`src/hw/vcd_consts.vh`:
```
`ifndef VCD_CONSTS_VH
`define VCD_CONSTS_VH

// ==========================================================
// Register offsets of the virtual CPU interface
`define VCD_OFF_CONTROL      16'h0000
`define VCD_OFF_EOI          16'h0010
`define VCD_OFF_HPPEND       16'h0018
`define VCD_OFF_G1_EOI       16'h0020
`define VCD_OFF_DEACT        16'h1000

// ==========================================================
// Control register fields
`define VCD_CTL_GROUP1_ACK_CONTROL_BIT   2
`define VCD_CTL_SPLIT_COMPLETION_MODE_BIT  9
`define VCD_CTL_MASK         32'h0000_0204
`define VCD_CTL_RESET        32'h0000_0000

// ==========================================================
// Identifier layout and special codes
`define VCD_ID_W             25
`define VCD_ID_MSB           24
`define VCD_ID_SPUR_FIRST    25'h00003FC
`define VCD_ID_SPUR_LAST     25'h00003FF
`define VCD_ID_NO_ACK        25'h00003FE
`define VCD_ID_NONE          25'h00003FF
`define VCD_ID_SGI_LIMIT     25'h0000010
`define VCD_ID_CLR_HI_MASK   25'h0001FFF
`define VCD_ID_CLR_SRC_MASK  25'h1FFE3FF

// ==========================================================
// List entry layout
`define VCD_LE_W             47
`define VCD_LE_NUM           4
`define VCD_LE_IDX_W         2
`define VCD_LE_VID_LSB       0
`define VCD_LE_PID_LSB       25
`define VCD_LE_PID_W         10
`define VCD_LE_PRIO_LSB      35
`define VCD_LE_PRIO_W        8
`define VCD_LE_GRP_BIT       43
`define VCD_LE_HW_BIT        44
`define VCD_LE_PEND_BIT      45
`define VCD_LE_ACT_BIT       46

// ==========================================================
// Active priority bits and orphan counter
`define VCD_APR_W            32
`define VCD_APR_IDX_W        5
`define VCD_CNT_W            5

`endif

```
`src/hw/vcd_hpsel.v`:
```
`timescale 1ns/10ps
`include "vcd_consts.vh"

// ==========================================================
// Highest priority pending entry selector
module vcd_hpsel (
    entries,
    found,
    sel_idx
);
    input  wire [`VCD_LE_NUM*`VCD_LE_W-1:0] entries;
    output reg                              found;
    output reg  [`VCD_LE_IDX_W-1:0]         sel_idx;

    reg [`VCD_LE_PRIO_W-1:0] best_prio;
    reg [`VCD_LE_W-1:0]      ent;
    integer                  i;

    // Lowest priority value wins; lower index wins a tie
    always @* begin
        found     = 1'b0;
        sel_idx   = {`VCD_LE_IDX_W{1'b0}};
        best_prio = {`VCD_LE_PRIO_W{1'b1}};
        ent       = {`VCD_LE_W{1'b0}};
        for (i = 0; i < `VCD_LE_NUM; i = i + 1) begin
            ent = entries[i*`VCD_LE_W +: `VCD_LE_W];
            if (ent[`VCD_LE_PEND_BIT] &&
                (!found || ent[`VCD_LE_PRIO_LSB +: `VCD_LE_PRIO_W] < best_prio)) begin
                found     = 1'b1;
                sel_idx   = i[`VCD_LE_IDX_W-1:0];
                best_prio = ent[`VCD_LE_PRIO_LSB +: `VCD_LE_PRIO_W];
            end
        end
    end

endmodule

```
`src/hw/vcd_top.v`:
```
`timescale 1ns/10ps
`include "vcd_consts.vh"

// Contract
// - Deactivate, end-of-interrupt and query registers hold identifier in bits 24:0.
// - Identifiers 1020 to 1023 are special codes, never real sources.
// - Without affinity routing bits 23:13 zero; bits 12:10 only for SGIs.
// - Deactivate write moves matching active entry to inactive or pending.
// - Deactivate of absent identifier increments the orphan completion counter.
// - Hardware-backed entry deactivation forwards physical identifier to distributor.
// - Forwarded deactivate from deactivate register is ignored for physical Group 0.
// - Deactivate selects purely by identifier, any order, both groups.
// - End-of-interrupt drops priority, and deactivates only when split mode is 0.
// - End-of-interrupt clears highest-priority set active priority bit.
// - Forwarded end-of-interrupt deactivate ignored for Group 0 when security enabled.
// - End-of-interrupt serves Group 0; aliased register serves Group 1.
// - Query register returns highest-priority pending identifier of either group.
// - Group 1 pending: identifier, or 1022 on secure read with ack control 0.
// - Group 0 pending: 1023 on non-secure read; nothing pending: 1023.
// - Single security state interface behaves as for secure reads.
// - Split completion mode sits at control register bit 9.
// - Group 1 acknowledge control sits at control register bit 2.

module vcd_top #(
    parameter SINGLE_SECURITY = 1'b0
) (
    clk,
    rst_n,
    reg_wr,
    reg_rd,
    reg_secure,
    reg_addr,
    reg_wdata,
    reg_rdata,
    lr_wr,
    lr_idx,
    lr_wdata,
    lr_rdata,
    apr_set,
    apr_set_idx,
    apr_bits,
    cnt_clr,
    maint_en,
    orphan_completion_count,
    maint_irq,
    security_disable_bit,
    phys_deact_valid,
    phys_deact_id,
    phys_deact_ign_g0
);
    input  wire                       clk;
    input  wire                       rst_n;
    input  wire                       reg_wr;
    input  wire                       reg_rd;
    input  wire                       reg_secure;
    input  wire [15:0]                reg_addr;
    input  wire [31:0]                reg_wdata;
    output reg  [31:0]                reg_rdata;
    input  wire                       lr_wr;
    input  wire [`VCD_LE_IDX_W-1:0]   lr_idx;
    input  wire [`VCD_LE_W-1:0]       lr_wdata;
    output reg  [`VCD_LE_W-1:0]       lr_rdata;
    input  wire                       apr_set;
    input  wire [`VCD_APR_IDX_W-1:0]  apr_set_idx;
    output reg  [`VCD_APR_W-1:0]      apr_bits;
    input  wire                       cnt_clr;
    input  wire                       maint_en;
    output reg  [`VCD_CNT_W-1:0]      orphan_completion_count;
    output reg                        maint_irq;
    input  wire                       security_disable_bit;
    output reg                        phys_deact_valid;
    output reg  [`VCD_LE_PID_W-1:0]   phys_deact_id;
    output reg                        phys_deact_ign_g0;

    // ==========================================================
    // Reset synchroniser
    reg rst_s1_r;
    reg rst_s2_r;

    always @(posedge clk or negedge rst_n) begin
        if (!rst_n) begin
            rst_s1_r <= 1'b0;
            rst_s2_r <= 1'b0;
        end else begin
            rst_s1_r <= 1'b1;
            rst_s2_r <= rst_s1_r;
        end
    end

    // ==========================================================
    // State
    reg  [`VCD_LE_W-1:0]     le_r [0:`VCD_LE_NUM-1];
    reg  [31:0]              ctl_r;
    wire [`VCD_LE_NUM*`VCD_LE_W-1:0] le_flat;
    wire [`VCD_LE_NUM-1:0]   hit_any;
    wire [`VCD_LE_NUM-1:0]   hit_g0;
    wire [`VCD_LE_NUM-1:0]   hit_g1;

    wire [`VCD_ID_MSB:0] wid = reg_wdata[`VCD_ID_MSB:0];
    wire split_mode = ctl_r[`VCD_CTL_SPLIT_COMPLETION_MODE_BIT];
    wire ack_ctl    = ctl_r[`VCD_CTL_GROUP1_ACK_CONTROL_BIT];
    wire wid_spec   = (wid >= `VCD_ID_SPUR_FIRST) && (wid <= `VCD_ID_SPUR_LAST);

    wire wr_deact = reg_wr && (reg_addr == `VCD_OFF_DEACT);
    wire wr_eoi   = reg_wr && (reg_addr == `VCD_OFF_EOI);
    wire wr_g1eoi = reg_wr && (reg_addr == `VCD_OFF_G1_EOI);

    // ==========================================================
    // Per entry identifier match
    genvar g;
    generate
        for (g = 0; g < `VCD_LE_NUM; g = g + 1) begin : g_ent
            wire [`VCD_LE_W-1:0] e = le_r[g];
            assign le_flat[g*`VCD_LE_W +: `VCD_LE_W] = e;
            assign hit_any[g] = (e[`VCD_LE_VID_LSB +: `VCD_ID_W] == wid);
            assign hit_g0[g]  = hit_any[g] && !e[`VCD_LE_GRP_BIT];
            assign hit_g1[g]  = hit_any[g] && e[`VCD_LE_GRP_BIT];
        end
    endgenerate

    // ==========================================================
    // Active priority drop: each bit knows whether a lower bit is set
    wire [`VCD_APR_W-1:0] apr_below;
    wire [`VCD_APR_W-1:0] apr_low;

    generate
        for (g = 0; g < `VCD_APR_W; g = g + 1) begin : g_apr
            if (g == 0) begin : g_first
                assign apr_below[g] = 1'b0;
            end else begin : g_rest
                assign apr_below[g] = apr_below[g-1] || apr_bits[g-1];
            end
            assign apr_low[g] = apr_bits[g] && !apr_below[g];
        end
    endgenerate

    // ==========================================================
    // Deactivation target selection
    reg                     do_deact;
    reg                     from_eoi;
    reg  [`VCD_LE_NUM-1:0]  hits;
    reg                     hit_found;
    reg  [`VCD_LE_IDX_W-1:0] hit_idx;
    reg                     orphan;
    reg                     prio_drop;
    reg  [`VCD_APR_W-1:0]   apr_nxt;
    integer                 k;

    always @* begin
        do_deact  = 1'b0;
        from_eoi  = 1'b0;
        hits      = {`VCD_LE_NUM{1'b0}};
        prio_drop = 1'b0;
        if (wr_deact && !wid_spec) begin
            do_deact = 1'b1;
            hits     = hit_any;
        end else if ((wr_eoi || wr_g1eoi) && !wid_spec) begin
            prio_drop = 1'b1;
            do_deact  = !split_mode;
            from_eoi  = 1'b1;
            hits      = wr_eoi ? hit_g0 : hit_g1;
        end
        hit_found = 1'b0;
        hit_idx   = {`VCD_LE_IDX_W{1'b0}};
        for (k = `VCD_LE_NUM - 1; k >= 0; k = k - 1) begin
            if (hits[k]) begin
                hit_found = 1'b1;
                hit_idx   = k[`VCD_LE_IDX_W-1:0];
            end
        end
        orphan = do_deact && !hit_found;
        // Lowest index is the highest priority active level
        apr_nxt = prio_drop ? (apr_bits & ~apr_low) : apr_bits;
        if (apr_set) begin
            apr_nxt[apr_set_idx] = 1'b1;
        end
    end

    wire [`VCD_LE_W-1:0] tgt = le_r[hit_idx];

    // ==========================================================
    // Highest pending query
    wire                     hp_found;
    wire [`VCD_LE_IDX_W-1:0] hp_idx;

    vcd_hpsel u_hpsel (
        .entries (le_flat),
        .found   (hp_found),
        .sel_idx (hp_idx)
    );

    wire [`VCD_LE_W-1:0]  hp_ent    = le_r[hp_idx];
    wire [`VCD_ID_MSB:0]  hp_raw    = hp_ent[`VCD_LE_VID_LSB +: `VCD_ID_W];
    // Software generated when the low ten bits are below 16 and the entry is not hardware-backed; source sits above them
    wire                  hp_sgi    = ({15'h0000, hp_raw[9:0]} < `VCD_ID_SGI_LIMIT) &&
                                      !hp_ent[`VCD_LE_HW_BIT];
    wire [`VCD_ID_MSB:0]  hp_hi_clr = hp_raw & `VCD_ID_CLR_HI_MASK;
    wire [`VCD_ID_MSB:0]  hp_id     = hp_sgi ? hp_hi_clr
                                             : (hp_hi_clr & `VCD_ID_CLR_SRC_MASK);
    wire                  rd_sec    = reg_secure || SINGLE_SECURITY;

    reg [`VCD_ID_MSB:0] hp_ret;

    always @* begin
        if (!hp_found) begin
            hp_ret = `VCD_ID_NONE;
        end else if (hp_ent[`VCD_LE_GRP_BIT]) begin
            hp_ret = (rd_sec && !ack_ctl) ? `VCD_ID_NO_ACK : hp_id;
        end else begin
            hp_ret = rd_sec ? hp_id : `VCD_ID_NONE;
        end
    end

    // ==========================================================
    // Register read
    reg [31:0] rdata_nxt;

    always @* begin
        case (reg_addr)
            `VCD_OFF_CONTROL: rdata_nxt = ctl_r;
            `VCD_OFF_HPPEND:  rdata_nxt = {7'h00, hp_ret};
            default:          rdata_nxt = 32'h0000_0000;
        endcase
    end

    // ==========================================================
    // Control and read data
    always @(posedge clk or negedge rst_s2_r) begin
        if (!rst_s2_r) begin
            ctl_r     <= `VCD_CTL_RESET;
            reg_rdata <= 32'h0000_0000;
        end else begin
            if (reg_wr && reg_addr == `VCD_OFF_CONTROL) begin
                ctl_r <= reg_wdata & `VCD_CTL_MASK;
            end
            if (reg_rd) begin
                reg_rdata <= rdata_nxt;
            end
        end
    end

    // ==========================================================
    // List entries and active priority bits
    integer j;

    always @(posedge clk or negedge rst_s2_r) begin
        if (!rst_s2_r) begin
            for (j = 0; j < `VCD_LE_NUM; j = j + 1) begin
                le_r[j] <= {`VCD_LE_W{1'b0}};
            end
            lr_rdata <= {`VCD_LE_W{1'b0}};
            apr_bits <= {`VCD_APR_W{1'b0}};
        end else begin
            apr_bits <= apr_nxt;
            lr_rdata <= le_r[lr_idx];
            // A hypervisor write to the same entry wins over the deactivate
            if (lr_wr) begin
                le_r[lr_idx] <= lr_wdata;
            end
            if (do_deact && hit_found && !(lr_wr && lr_idx == hit_idx)) begin
                le_r[hit_idx][`VCD_LE_ACT_BIT] <= 1'b0;
            end
        end
    end

    // ==========================================================
    // Orphan completion counter and maintenance request
    always @(posedge clk or negedge rst_s2_r) begin
        if (!rst_s2_r) begin
            orphan_completion_count <= {`VCD_CNT_W{1'b0}};
            maint_irq               <= 1'b0;
        end else begin
            // Increment and clear in the same cycle leave a count of 1; the count wraps
            if (orphan) begin
                orphan_completion_count <= cnt_clr ? {{(`VCD_CNT_W-1){1'b0}}, 1'b1}
                                                   : orphan_completion_count + 1'b1;
            end else if (cnt_clr) begin
                orphan_completion_count <= {`VCD_CNT_W{1'b0}};
            end
            maint_irq <= maint_en && (orphan || (!cnt_clr &&
                         orphan_completion_count != {`VCD_CNT_W{1'b0}}));
        end
    end

    // ==========================================================
    // Physical deactivate request
    always @(posedge clk or negedge rst_s2_r) begin
        if (!rst_s2_r) begin
            phys_deact_valid  <= 1'b0;
            phys_deact_id     <= {`VCD_LE_PID_W{1'b0}};
            phys_deact_ign_g0 <= 1'b0;
        end else begin
            phys_deact_valid <= do_deact && hit_found && tgt[`VCD_LE_HW_BIT];
            if (do_deact && hit_found && tgt[`VCD_LE_HW_BIT]) begin
                phys_deact_id     <= tgt[`VCD_LE_PID_LSB +: `VCD_LE_PID_W];
                phys_deact_ign_g0 <= from_eoi ? !security_disable_bit
                                              : 1'b1;
            end
        end
    end

endmodule

```
`config.mk`:
```
export PLATFORM = sky130hd
export DESIGN_NAME = vcd_top
export DESIGN_NICKNAME = d
export VERILOG_FILES = /design/src/hw/vcd_hpsel.v /design/src/hw/vcd_top.v
export VERILOG_INCLUDE_DIRS = /design/src /design/src/hw
export SDC_FILE = /design/constraint.sdc
export NUM_CORES = 1
export LEC_CHECK = 0
export ABC_AREA = 0
export BUFFER_PORTS_ARGS = -buffer_cell sky130_fd_sc_hd__buf_2
export CAP_MARGIN = 20
export CORE_ASPECT_RATIO = 1.4
export CORE_MARGIN = 10
export CORE_UTILIZATION = 64
export CTS_BUF_LIST = sky130_fd_sc_hd__clkbuf_2
export DETAILED_ROUTE_END_ITERATION = 8
export GPL_TIMING_DRIVEN = 1
export PLACE_DENSITY = 0.89
export SLEW_MARGIN = 20
export SYNTH_ARGS = -nofsm -noshare
export SYNTH_HDL_FRONTEND = slang
export SYNTH_HIERARCHICAL = 1
export SYNTH_SLANG_ARGS = --single-unit
export TNS_END_PERCENT = 10
```
`constraint.sdc`:
```
create_clock -name clk -period 20.4 [get_ports clk]
set_input_delay 3.06 -clock clk [delete_from_list [all_inputs] [get_ports clk]]
set_output_delay 3.06 -clock clk [all_outputs]
set_load 0.03 [all_outputs]
```
==> flow_metrics.py <==
metrics = {
    "status": {
        "status": "completed",
    },
    "finish": {
        "syn_to_final_growth_pct": 11.6,
        "finalNetCount": 1630,
        "fin_area_um2": 17700,
        "multi_input_area_um2": 7780,
        "fill_cells": 1645,
        "seqCellArea_um2": 7560,
        "drive_above_1_share": 0.404,
    },
    "critical_path": {
        "worstSetupEndpointType": "flop",
        "required_ns": 21.16,
        "cp_slowest_cell": "dfrtp_1",
        "critPathMostFrequentCell": "nor2_1",
        "cp.arrival_ns": 8.75,
        "cp_slowest_stage_delay_ns": 0.69,
        "crit_fanout": 16,
        "worstSetupStartpointType": "flop",
        "critPathKind": "reg -> reg",
    },
    "yosys": {
        "ys_ff_latch": 302,
        "syn_inst": 1267,
        "ys_types": 77,
        "synth_seq_area_share": 0.476,
        "synth_edf_count": 0,
        "synth_ff_type": "dfrtp_1",
        "synth_area_um2": 15900,
        "synth.avg_cell_area_um2": 12.5,
        "synthArstFlopShare": 1.00,
        "yosysWarnings": 6,
    },
    "global_routing": {
        "first_global_vias": 12600,
        "track_usage": 0.275,
        "gr-total-overflow": 0,
        "grt_max_degree": 183,
        "grt_antenna_before_repair": 10,
        "grt_pass1_wl_mm": 68.7,
    },
    "route": {
        "drt-total-wl_mm": 43.9,
        "antenna_left": 0,
        "dr.first_iter.drc_count": 822,
        "num_vias": 11800,
        "drc": 0,
        "firstDrtPassIters": 7,
        "avgViaCountPerCell": 6.36,
        "routedWlPerCell_um": 23.6,
    },
    "sta": {
        "fin_skew_ns": 0.0791,
        "tns_ns": 0,
        "setup_viol": 0,
        "tightest_slew_ns": 0.998,
        "max_slew_margin": 0.335,
        "fmax_mhz": 125,
        "slew_viol_final": 0,
        "rsz0062_at_grt": "no",
        "finalHoldViolCount": 0,
        "fin_crit_sh": 0.391,
        "finalCriticalPeriod_ns": 7.98,
    },
    "clocking": {
        "cts_hold_buf": 0,
        "cts_resized": 0,
        "clk_pin_slew_ns": 0.10,
        "clockBufferDepth": 3,
        "clk_latency_ns": 0.92,
        "cts_root_buf": "clkbuf_2",
        "numCtsBuffers": 73,
        "cts_tree": "done",
        "h-tree-depth": 3,
        "postCtsSetupBuffers": 0,
        "cts.sinks": 302,
    },
    "power_and_ir_drop": {
        "powerDensity_nw_per_um2": 102,
        "p_leak_nw": 7.81,
        "ir_worst_vdd_mv": 0.0642,
    },
    "die": {
        "row_count": 68,
        "coreArea_um2": 24600,
        "initial_core_util": 0.645,
        "num_io_pins": 241,
        "die_w_um": 153,
        "fp.dieH_um": 206,
        "dieArea_um2": 31600,
    },
    "job": {
        "maxCapViolations": 0,
    },
    "placement": {
        "place_area_um2": 17100,
        "gp_congestion": 0.949,
        "port-buffer-count": 214,
        "dpl.hpwl_mm": 31.7,
    },
    "worst_hold_path": {
        "worstHoldPathType": "reg -> reg",
    },
}
==> kinds of logic after synthesis <==
logic type | after synthesis | share of synthesized area
flip-flops | 302 | 0.476
AO/OA/AOI/OAI | 153 | 0.0669
adder cells (fa/ha/maj) | 22 | 0.0173
AND/OR/NAND/NOR | 271 | 0.103
other | 2 | 0.000473
buffers and inverters | 137 | 0.0393
XOR/XNOR | 109 | 0.0602
multiplexers | 271 | 0.237
==> synth_stat cells (3+ instances only) <==
library cell  count  area (µm²)
or3b_2            4        35.0
ha_1             21         263
mux2_2          178        2000
nor3_1           14        70.1
buf_2            12        60.1
a21oi_1          15        75.1
xnor2_1          76         666
dfrtp_1         302        7560
and2_1            3        18.8
nand3b_1         13        97.6
buf_6             3        33.8
or3_1             4        25.0
o21a_1            3        22.5
o22ai_1           8        50.1
nand3_1          12        60.1
a221oi_1         10        87.6
clkbuf_1         50         188
a31oi_1           4        25.0
inv_1            44         165
nand2_1          68         255
o31ai_1           7        52.6
buf_1             9        33.8
nor2_1           38         143
mux2i_1          21         210
buf_4            19         143
o21ai_0          61         305
mux2_4            9         135
o211ai_1          8        60.1
nor4b_1           3        26.3
nand4_1          40         250
mux4_2           62        1400
nand2b_1          5        31.3
or4_1             3        22.5
nor4_4            6         128
nor4_1           20         125
xor2_1           33         289
a21o_1            4        30.0
nor3b_1           4        30.0
and4_1            5        43.8
or2_2             4        25.0
a2bb2oi_1         7        61.3
nand4b_1          3        26.3
nor2b_1          11        68.8
==> through the flow <==
stage / setup slack, ns / util / hold slack, ns / power, mW / cells
6_report: 12.42 / 0.720 / 0.358 / 1.81 / 1859
5_1_grt: 11.85 / 0.720 / 0.378 / 1.90 / 1857
4_1_cts: 12.57 / 0.719 / 0.361 / 1.81 / 1849
3_5_place_dp: 12.68 / 0.696 / 0.336 / 1.44 / 1737
3_3_place_gp: 12.83 / 0.696 / 0.339 / 1.42 / 1737
2_1_floorplan: 11.36 / - / 0.331 / 1.24 / 1285
==> where the power goes <==
part	internal [mW]	switching [mW]	total [mW]
clock	0.143	0.230	0.373
sequential	0.704	0.0987	0.803
combinational	0.277	0.355	0.632
total	1.12	0.684	1.81
==> path summary, 6_finish.rpt <==
kind	start	end	slack (ns)	depth (start not counted)
max	flop	reg_rdata[11]	12.42	28
min	rst_s1_r	rst_s2_r	0.36	0
max reg2reg	flop	reg_rdata[11]	12.42	28
min reg2reg	rst_s1_r	rst_s2_r	0.36	0
max in group asynchronous	rst_n	rst_s2_r	18.32	1
min in group asynchronous	rst_s2_r	async pin	0.40	0
==> layout by cell type, fill, tap and decap left out, types with 33 or more instances in the layout <==
cell	Yosys	final
nand2_1	68	68
dfrtp_1	302	301
buf_2	12	214
inv_1	44	44
o21ai_0	61	61
nor2_1	38	38
xnor2_1	76	76
mux4_2	62	62
mux2_2	178	178
xor2_1	33	33
clkbuf_2	0	102
nand4_1	40	40
==> critical path, delay by kind of cell (launching register included) <==
kind,cells,cell delay (ns)
fa+ha+maj,3,0.75
compound gates,12,2.89
buf+inv,2,0.40
mux,2,0.81
flops,1,0.69
simple gates,9,2.28
==> cell type report <==
| class | count | area share |
|---|---|---|
| multi-input cells | 846 | 0.439 |
| clock buffers | 102 | 0.0288 |
| flip-flops and latches | 302 | 0.427 |
| diodes | 10 | 0.00141 |
| clock inverters | 10 | 0.00360 |
| inverters | 44 | 0.00933 |
| repair buffers | 230 | 0.0680 |
| well taps | 315 | 0.0223 |
==> metal layers <==
metal,part of all wire,wire (µm),track usage,vias to the layer above
li1,-,-,-,5132
met1,0.35,15500,0.299,5877
met2,0.51,22500,0.474,629
met3,0.074,3240,0.0637,178
met4,0.059,2600,0.180,4
met5,0.00048,21,0,-
No activity file was read; power rests on OpenSTA's default activity.
